## src/core/dwb_pkg.sv

```systemverilog
package dwb_pkg;
  localparam int DWB_WORD_W   = 16;
  localparam int DWB_BYTE_W   = 8;
  localparam int DWB_UPPER_HI = 15;
  localparam int DWB_UPPER_LO = 8;
  localparam int DWB_LOWER_HI = 7;
  localparam int DWB_LOWER_LO = 0;
  localparam logic [1:0] DWB_MASK_NONE = 2'h0;

  typedef struct packed {
    logic [15:0] data;
    logic [1:0]  mask_n;
  } dwb_wr_word_t;

  typedef enum logic [1:0] {
    DWB_IDLE  = 2'h0,
    DWB_READ  = 2'h1,
    DWB_WRITE = 2'h2
  } dwb_state_t;
endpackage

```

## src/core/dwb_ddr_word_byte_placement.sv

```systemverilog
`timescale 1ns/1ps
// How it works
// read: two bytes per bus clock
// register read: upper byte after strobe rise
// register read: lower byte after strobe fall
// write: upper on clock rise, lower on fall
// register space always big-endian
// host centres write data on edges
// latency writes: strobe masks each byte
// host leaves strobe undriven, zero latency
// zero latency writes store whole words
// device drives strobe low, zero latency
// strobe high keeps byte, low stores
// memory space keeps written byte order
module dwb_ddr_word_byte_placement (
  // system
  input  wire logic                 clock,
  input  wire logic                 rst,
  // bus pins
  input  wire logic                 bus_clock_in,
  input  wire logic                 sel_n_in,
  input  wire logic [7:0]           dq_in,
  output logic      [7:0]           dq_out,
  output logic                      dq_oe,
  input  wire logic                 strobe_mask_line_in,
  output logic                      strobe_mask_line_out,
  output logic                      strobe_mask_line_oe,
  // transaction control
  input  wire logic                 rd_start,
  input  wire logic                 wr_start,
  input  wire logic                 zero_latency,
  // read word source
  input  wire logic [15:0]          rd_word,
  output logic                      rd_word_take,
  // write word sink
  output dwb_pkg::dwb_wr_word_t     wr_word,
  output logic                      wr_word_valid
);
  import dwb_pkg::*;

  logic [2:0] ck_sync_reg;
  logic [1:0] cs_sync_reg;
  logic [7:0] dq_s1_reg;
  logic [7:0] dq_s2_reg;
  logic [1:0] st_sync_reg;
  dwb_state_t state_reg;
  dwb_state_t state_next;
  logic       zl_reg;
  logic [7:0] upper_reg;
  logic       upper_mask_reg;
  logic [7:0] lower_hold_reg;

  // first stages feed only second stages
  // no reset here: four reset cycles flush them
  always_ff @(posedge clock)
  begin
    ck_sync_reg <= {ck_sync_reg[1:0], bus_clock_in};
    cs_sync_reg <= {cs_sync_reg[0], sel_n_in};
    dq_s1_reg   <= dq_in;
    dq_s2_reg   <= dq_s1_reg;
    st_sync_reg <= {st_sync_reg[0], strobe_mask_line_in};
  end

  wire ck_rise  = ck_sync_reg[1] & ~ck_sync_reg[2];
  wire ck_fall  = ~ck_sync_reg[1] & ck_sync_reg[2];
  wire sel_act  = ~cs_sync_reg[1];
  wire in_read  = (state_reg == DWB_READ);
  wire in_write = (state_reg == DWB_WRITE);
  // zero latency: strobe is not driven by host, ignore it
  wire st_mask  = zl_reg ? 1'h0 : st_sync_reg[1];
  // bus edges that belong to a live write frame
  wire wr_rise  = in_write & sel_act & ck_rise;
  wire wr_fall  = in_write & sel_act & ck_fall;

  // idle is one bit away from read and from write
  always_comb
  begin
    state_next = state_reg;
    case (state_reg)
      DWB_IDLE:
        if (rd_start)
          state_next = DWB_READ;
        else if (wr_start)
          state_next = DWB_WRITE;
      DWB_READ, DWB_WRITE:
        if (!sel_act)
          state_next = DWB_IDLE;
      default:
        state_next = DWB_IDLE;
    endcase
  end

  always_ff @(posedge clock)
  begin
    if (rst)
    begin
      state_reg <= DWB_IDLE;
      zl_reg    <= 1'h0;
    end
    else
    begin
      state_reg <= state_next;
      if (state_reg == DWB_IDLE && wr_start)
        zl_reg <= zero_latency;
    end
  end

  // read: upper byte with strobe high, lower byte with strobe low;
  // strobe follows the sampled clock, so skew is a few system cycles
  always_ff @(posedge clock)
  begin
    if (rst)
    begin
      dq_out               <= 8'h00;
      dq_oe                <= 1'h0;
      strobe_mask_line_out <= 1'h0;
      strobe_mask_line_oe  <= 1'h0;
      rd_word_take         <= 1'h0;
      lower_hold_reg       <= 8'h00;
    end
    else
    begin
      rd_word_take <= 1'h0;
      dq_oe        <= in_read;
      // zero latency write: strobe driven low by device
      strobe_mask_line_oe <= in_read | (in_write & zl_reg);
      if (!in_read)
        strobe_mask_line_out <= 1'h0;
      else if (ck_rise)
      begin
        dq_out               <= rd_word[DWB_UPPER_HI:DWB_UPPER_LO];
        lower_hold_reg       <= rd_word[DWB_LOWER_HI:DWB_LOWER_LO];
        strobe_mask_line_out <= 1'h1;
        rd_word_take         <= 1'h1;
      end
      else if (ck_fall)
      begin
        dq_out               <= lower_hold_reg;
        strobe_mask_line_out <= 1'h0;
      end
    end
  end

  // write: first byte on rise is upper, second on fall is lower
  always_ff @(posedge clock)
  begin
    if (rst)
    begin
      upper_reg      <= 8'h00;
      upper_mask_reg <= 1'h0;
      wr_word        <= '0;
      wr_word_valid  <= 1'h0;
    end
    else
    begin
      wr_word_valid <= 1'h0;
      if (wr_rise)
      begin
        upper_reg      <= dq_s2_reg;
        upper_mask_reg <= st_mask;
      end
      else if (wr_fall)
      begin
        wr_word.data   <= {upper_reg, dq_s2_reg};
        // mask_n bit high means byte is stored
        wr_word.mask_n <= ~{upper_mask_reg, st_mask};
        wr_word_valid  <= 1'h1;
      end
    end
  end

  a_read_upper: assert property (@(posedge clock) disable iff (rst)
    in_read && ck_rise |=> dq_out == $past(rd_word[15:8]) && strobe_mask_line_out)
    else $error("upper byte not placed on strobe rise");
  a_read_lower: assert property (@(posedge clock) disable iff (rst)
    in_read && ck_fall |=> dq_out == lower_hold_reg && !strobe_mask_line_out)
    else $error("lower byte not placed on strobe fall");
  a_read_take: assert property (@(posedge clock) disable iff (rst)
    rd_word_take |-> $past(in_read && ck_rise))
    else $error("read word taken without clock rise");
  a_write_pair: assert property (@(posedge clock) disable iff (rst)
    wr_word_valid |-> wr_word.data[7:0] == $past(dq_s2_reg))
    else $error("lower write byte not from falling edge");
  a_write_upper: assert property (@(posedge clock) disable iff (rst)
    wr_word_valid |-> wr_word.data[15:8] == $past(upper_reg))
    else $error("upper write byte misplaced");
  a_zl_full: assert property (@(posedge clock) disable iff (rst)
    wr_word_valid && zl_reg |-> wr_word.mask_n == 2'h3)
    else $error("zero latency write masked");
  a_mask_low: assert property (@(posedge clock) disable iff (rst)
    in_write && !zl_reg && ck_fall && sel_act && st_sync_reg[1] |=> !wr_word.mask_n[0])
    else $error("high strobe did not mask byte");
  a_zl_strobe: assert property (@(posedge clock) disable iff (rst)
    in_write && zl_reg |=> strobe_mask_line_oe && !strobe_mask_line_out)
    else $error("strobe not low in zero latency write");
  a_write_quiet: assert property (@(posedge clock) disable iff (rst)
    in_write |=> !dq_oe)
    else $error("data driven during write");

  a_read_drive: assert property (@(posedge clock) disable iff (rst)
    in_read |=> dq_oe && strobe_mask_line_oe)
    else $error("read frame without data or strobe drive");
  a_take_single: assert property (@(posedge clock) disable iff (rst)
    rd_word_take |=> !rd_word_take)
    else $error("read word taken twice in a row");
  a_idle_quiet: assert property (@(posedge clock) disable iff (rst)
    state_reg == DWB_IDLE |=> !dq_oe && !wr_word_valid)
    else $error("bus activity while idle");
  a_latency_float: assert property (@(posedge clock) disable iff (rst)
    in_write && !zl_reg |=> !strobe_mask_line_oe)
    else $error("strobe driven while host masks");
  a_mask_upper: assert property (@(posedge clock) disable iff (rst)
    wr_rise && !zl_reg && st_sync_reg[1] |=> upper_mask_reg)
    else $error("high strobe on rise not kept as mask");
  a_upper_store: assert property (@(posedge clock) disable iff (rst)
    wr_word_valid |-> wr_word.mask_n[1] == !$past(upper_mask_reg))
    else $error("upper byte mask not applied");

  c_read: cover property (@(posedge clock) disable iff (rst) in_read && ck_fall);
  c_write: cover property (@(posedge clock) disable iff (rst) wr_word_valid && !zl_reg);
  c_masked: cover property (@(posedge clock) disable iff (rst) wr_word_valid && wr_word.mask_n != 2'h3);
  c_zl: cover property (@(posedge clock) disable iff (rst) wr_word_valid && zl_reg);
  c_upper_kept: cover property (@(posedge clock) disable iff (rst) wr_word_valid && !wr_word.mask_n[1]);
endmodule

```

## config.mk

```make
export PLATFORM = sky130hd
export DESIGN_NAME = dwb_ddr_word_byte_placement
export DESIGN_NICKNAME = d
export VERILOG_FILES = /design/src/core/dwb_pkg.sv /design/src/core/dwb_ddr_word_byte_placement.sv
export SDC_FILE = /design/constraint.sdc
export NUM_CORES = 1
export LEC_CHECK = 0
export BUFFER_PORTS_ARGS = -buffer_cell sky130_fd_sc_hd__clkbuf_2
export CAP_MARGIN = 20
export CORE_MARGIN = 10
export CORE_UTILIZATION = 50
export DETAILED_ROUTE_END_ITERATION = 10
export MAX_ROUTING_LAYER = met4
export PLACE_DENSITY_LB_ADDON = 0.3
export SLEW_MARGIN = 5
export SYNTH_ARGS = -nofsm -noshare
export SYNTH_HDL_FRONTEND = slang
export SYNTH_SLANG_ARGS = --single-unit
```

## constraint.sdc

```tcl
create_clock -name clock -period 1.9 [get_ports clock]
set_input_delay 0.38 -clock clock [delete_from_list [all_inputs] [get_ports clock]]
set_output_delay 0.38 -clock clock [all_outputs]
set_load 0.005 [all_outputs]
```

**Word-level counts from Yosys, hierarchy flattened**

Index checks and enable logic that the tools add are counted.

- Bits in registers: 74
- Latch bits: 0
- RAM bits: 0
- Memory bits (read-only): 0
- Bits of input ports: 32
- Output and inout port bits: 31
- Word-level logic and storage cells: 56
- Memories: 0

- Add/subtract/negate cells: 0
- Multipliers: 0
- Div/mod/pow operators: 0
- $lt $le $gt $ge: 0
- Equal/unequal tests: 4
- Shift operators: 0
- Mux-type cells: 11
- Bitwise logic cells: 13
- Reductions and logical operators: 10

Operators by type and width:

| cell | count |
|---|---|
| 2-to-1 mux 8 bit | 2 |
| AND reduction 2 bit | 4 |
| bitwise AND 1 bit | 6 |
| 2-to-1 mux 2 bit | 3 |
| OR reduction 2 bit | 3 |
| 2-to-1 mux 1 bit | 5 |
| inverter 1 bit | 5 |
| one-hot mux 2 bit (2 select lines) | 1 |
| != test 3 bit (second input constant) | 1 |
| == test 2 x 1 -> 1 bit (second input constant) | 1 |
| == test 2 bit (second input constant) | 1 |
| logical NOT 2 bit | 1 |
| != test 2 bit (second input constant) | 1 |
| inverter 2 bit | 1 |
| nonzero test 2 bit | 1 |
| logical AND 1 bit | 1 |
| OR 1 bit | 1 |

**Depth between registers and ports, before layout**

- Depth after elaboration: 5
- Mapped depth: 7
- Mapped depth without buffers: 5

**Worst setup path after synthesis**

OpenSTA, ideal clock, no wires.

- Kind: reg-to-reg
- From: register ck_sync_reg[1]
- To: register dq_out[6]
- Setup time: 0.086 ns
- Data arrival time: 1.263 ns
- Data required time: 1.814 ns
- Setup slack: 0.551 ns
- Cell stages (with the launch flop): 8
- Clock period less this slack: 1.349 ns
- Path through: dfxtp_1 inv_1 ha_1 nor2b_1 buf_2 buf_6 nor2_1 a211oi_1

- Longest elaborated chain between the ends: 4
- Elaborated cells between the ends (all ways): 6

Ends and longest elaborated chain:

| element | RTL line | source |
|---|---|---|
| start, declared | dwb_ddr_word_byte_placement.sv:41 | `logic [2:0] ck_sync_reg;` |
| start signal, assigned | dwb_ddr_word_byte_placement.sv:57 | `ck_sync_reg <= {ck_sync_reg[1:0], bus_clock_in};` |
| inverter 1 bit | dwb_ddr_word_byte_placement.sv:65 | `wire ck_fall = ~ck_sync_reg[1] & ck_sync_reg[2];` |
| bitwise AND 1 bit | dwb_ddr_word_byte_placement.sv:65 |  |
| nonzero test 2 bit (no line) | - |  |
| AND reduction 2 bit (no line) | - |  |
| end signal, assigned | dwb_ddr_word_byte_placement.sv:131 | `dq_out <= rd_word[DWB_UPPER_HI:DWB_UPPER_LO];` |
| end signal, assigned | dwb_ddr_word_byte_placement.sv:138 | `dq_out <= lower_hold_reg;` |
| end, declared | dwb_ddr_word_byte_placement.sv:23 | `output logic [7:0] dq_out,` |

Several ways; a longest one is shown, not always the timed one.
A chain may end at the register's enable or synchronous reset.

**Worst setup path after layout**

- From: register state_reg[0]
- To: register wr_word[14] (netlist bit)

- Longest elaborated chain between the ends: 5
- Elaborated cells between the ends (all ways): 6

Ends and longest elaborated chain:

| element | RTL line | source |
|---|---|---|
| start, declared | dwb_ddr_word_byte_placement.sv:46 | `dwb_state_t state_reg;` |
| start signal, assigned | dwb_ddr_word_byte_placement.sv:102 | `state_reg <= state_next;` |
| == test 2 bit (*) | dwb_ddr_word_byte_placement.sv:68 | `wire in_write = (state_reg == DWB_WRITE);` |
| bitwise AND 1 bit (*) | dwb_ddr_word_byte_placement.sv:72, dwb_ddr_word_byte_placement.sv:73 |  |
| bitwise AND 1 bit | dwb_ddr_word_byte_placement.sv:72 | `wire wr_rise = in_write & sel_act & ck_rise;` |
| inverter 1 bit (no line) | - |  |
| AND reduction 2 bit (no line) (*) | - |  |
| end, declared | dwb_ddr_word_byte_placement.sv:36 | `output dwb_pkg::dwb_wr_word_t wr_word,` |

Mark *: on every way between the ends. The rest lies on a longest branch, timed or not.

==> impl_metrics.json <==
{
  "avgRoutedWirePerCell_um": 12.5,
  "cp.arrival_ns": 1.81,
  "clk_latency_ns": 0.34,
  "synth_top_area_frac": 0.607,
  "hold_path_class": "primary input to flop",
  "cts_num_sinks": 74,
  "rsz0062_at_grt": "no",
  "vias": 1850,
  "setup_viol": 0,
  "dp_hpwl_mm": 3.55,
  "regToRegEndpoint": "wr_word[14]",
  "grt_max_degree": 27,
  "postRouteWirelength_mm": 4.85,
  "ant_nets": 0,
  "period_share": 0.818,
  "antennaDiodeCount": 0,
  "tightest_slew_ns": 0.559,
  "worstPathRequired_ns": 2.16,
  "numPortBuffers": 62,
  "ys.flop_type": "dfxtp_1",
  "status": "completed",
  "peakVddDrop_mv": 0.601,
  "synth_async_sr_flop_share": 0,
  "io_pins": 63,
  "max_stage_delay_ns": 0.48,
  "synth-edff-count": 0,
  "die_y_um": 89.9,
  "syn_avg_cell_area_um2": 9.68,
  "worst_slack_ns": 0.345,
  "crit_type": "flop to flop",
  "hold_end": "dq_s1_reg[7]",
  "synth_area_mm2": 0.00244,
  "finalCoreUtilization": 0.642,
  "yosysMostFrequentCell": "dfxtp_1",
  "slowest_stage": "and4bb_1",
  "skew_ns": 0.00696,
  "nNetsFinal": 353,
  "finalMaxSlewViolations": 0,
  "dieArea_mm2": 0.00807,
  "p_per_area_mw_per_mm2": 1040,
  "timing.rr.start": "state_reg[0]",
  "yosysWarnings": 0,
  "syn_to_final_growth_pct": 24.2,
  "relSlewSlack": 0.627,
  "grt_pass1_wl_mm": 8.32,
  "post_cts_buffers": 0,
  "min_from": "dq_in[7]",
  "worst_setup_path_end_kind": "flop",
  "antenna_found_initial": 0,
  "crit_chain": "inv_1 -> ha_1 -> and4bb_1 -> buf_12 -> nand2_1 -> a21oi_1",
  "cts_htree_levels": 3,
  "synth.area.top_cells": "dfxtp_1 (61%), nand2_1 (9.4%), a21oi_1 (7.8%)",
  "path_clk_slew_ns": 0.07,
  "cts_made_buffers": 9,
  "min_path_cells": 1,
  "design_area_mm2": 0.00303,
  "initial_core_util": 0.517,
  "drive_gt1_frac": 0.265,
  "maxCapViolations": 0,
  "grt.total_usage": 0.127,
  "postCtsHoldBufs": 0,
  "drt_iter0_drc": 78,
  "rows": 25,
  "path_max_fanout": 12,
  "r2r_cells": 6,
  "pre_cts_slack_ns": 0.363,
  "syn_inst": 252,
  "dpl_cell_area_mm2": 0.00281,
  "regMostFlops": "wr_word",
  "first_pass_iters": 4,
  "via_per_inst": 4.77,
  "drc": 0,
  "critPathLaunchType": "flop",
  "place_congestion": 0.797,
  "grt_pass1_vias": 1786,
  "p_leak_uw": 0.00124,
  "hold_violations": 0,
  "core_area_mm2": 0.00472,
  "cts_tree": "yes",
  "synthTopCellsByCount": "dfxtp_1 (74), nand2_1 (61), a21oi_1 (38), nor2_1 (12), nand3_1 (10)",
  "syn-num-nets": 289,
  "yosysTopAreaCell": "dfxtp_1",
  "path_buf_inv": 2,
  "overflow": 0,
  "clock_path_buffers": 2,
  "ys_types": 23,
  "clock.fmax_ghz": 0.643,
  "ys_seq_area_frac": 0.607,
  "finalSetupTns_ns": 0,
  "synth_seq_cells": 74,
  "crit_family": "simple AND/OR/NAND/NOR gates",
  "root_buffer": "clkbuf_8",
  "fp.dieW_um": 89.9,
  "regToRegSetupSlack_ns": 0.34,
  "largest_register_ff_count": 18,
  "post_cts_resized": 0,
  "design_power_total_uw": 3140,
  "period_needed_ns": 1.56
}
==> routing by layer <==
metal,GRT usage,vias up,part of all wire
met1,0.146,821,0.48
met2,0.189,52,0.44
li1,-,968,-
met5,-,-,0
met3,0.0441,9,0.057
met4,0.0716,0,0.022
==> how the worst max path moves through the flow <==
stage	from	endpoint	slack (ns)	depth (start not counted)
CTS	state_reg[0]	wr_word[12]	0.35	6
finish	state_reg[0]	wr_word[14]	0.34	6
detailed placement	state_reg[0]	wr_word[12]	0.36	6
global route	ck_sync_reg[1]	upper_reg[5]	0.19	5
floorplan	ck_sync_reg[1]	dq_out[6]	0.55	7
global placement	state_reg[0]	wr_word[3]	0.43	6
==> cell type report <==
type | count | area, µm²
Multi-Input combinational cell | 159 | 851
Fill cell | 405 | 1690
Inverter | 4 | 15.0
Tap cell | 67 | 83.8
Clock buffer | 11 | 141
Timing Repair Buffer | 68 | 380
Sequential cell | 74 | 1480
Clock inverter | 5 | 77.6
==> metrics by stage <==
step / hold slack [ns] / instances
finish: 0.139 / 388
global route: 0.119 / 388
CTS: 0.121 / 388
detailed placement: 0.312 / 372
global placement: 0.310 / 372
floorplan: 0.310 / 252
==> report_power, final <==
| group | switching [µW] | internal, µW | leakage (µW) |
|---|---|---|---|
| Combinational | 108 | 95.1 | 0.000529 |
| Clock | 534 | 771 | 0.000109 |
| Sequential | 25.4 | 1610 | 0.000607 |
| Total | 668 | 2470 | 0.00124 |
==> cell families after synthesis <==
logic type                 count (synthesis)  synth area share
adders and majority gates                  5            0.0256
muxes                                      9            0.0369
AOI/OAI and AO/OA                         49             0.114
DFF                                       74             0.607
and+or+nand+nor                           96             0.172
buffers and inverters                     19            0.0441
==> layout by cell type, fill, tap and decap left out, drive strengths merged, types with 5 or more instances in the layout <==
cell type,synthesis,layout
nand2,62,62
ha,5,5
buf,10,6
a211oi,10,10
nor2,12,12
clkbuf,5,73
mux2i,9,9
dfxtp,74,74
a21oi,38,38
nand3,10,10
Power figures use the tool's default switching activity.
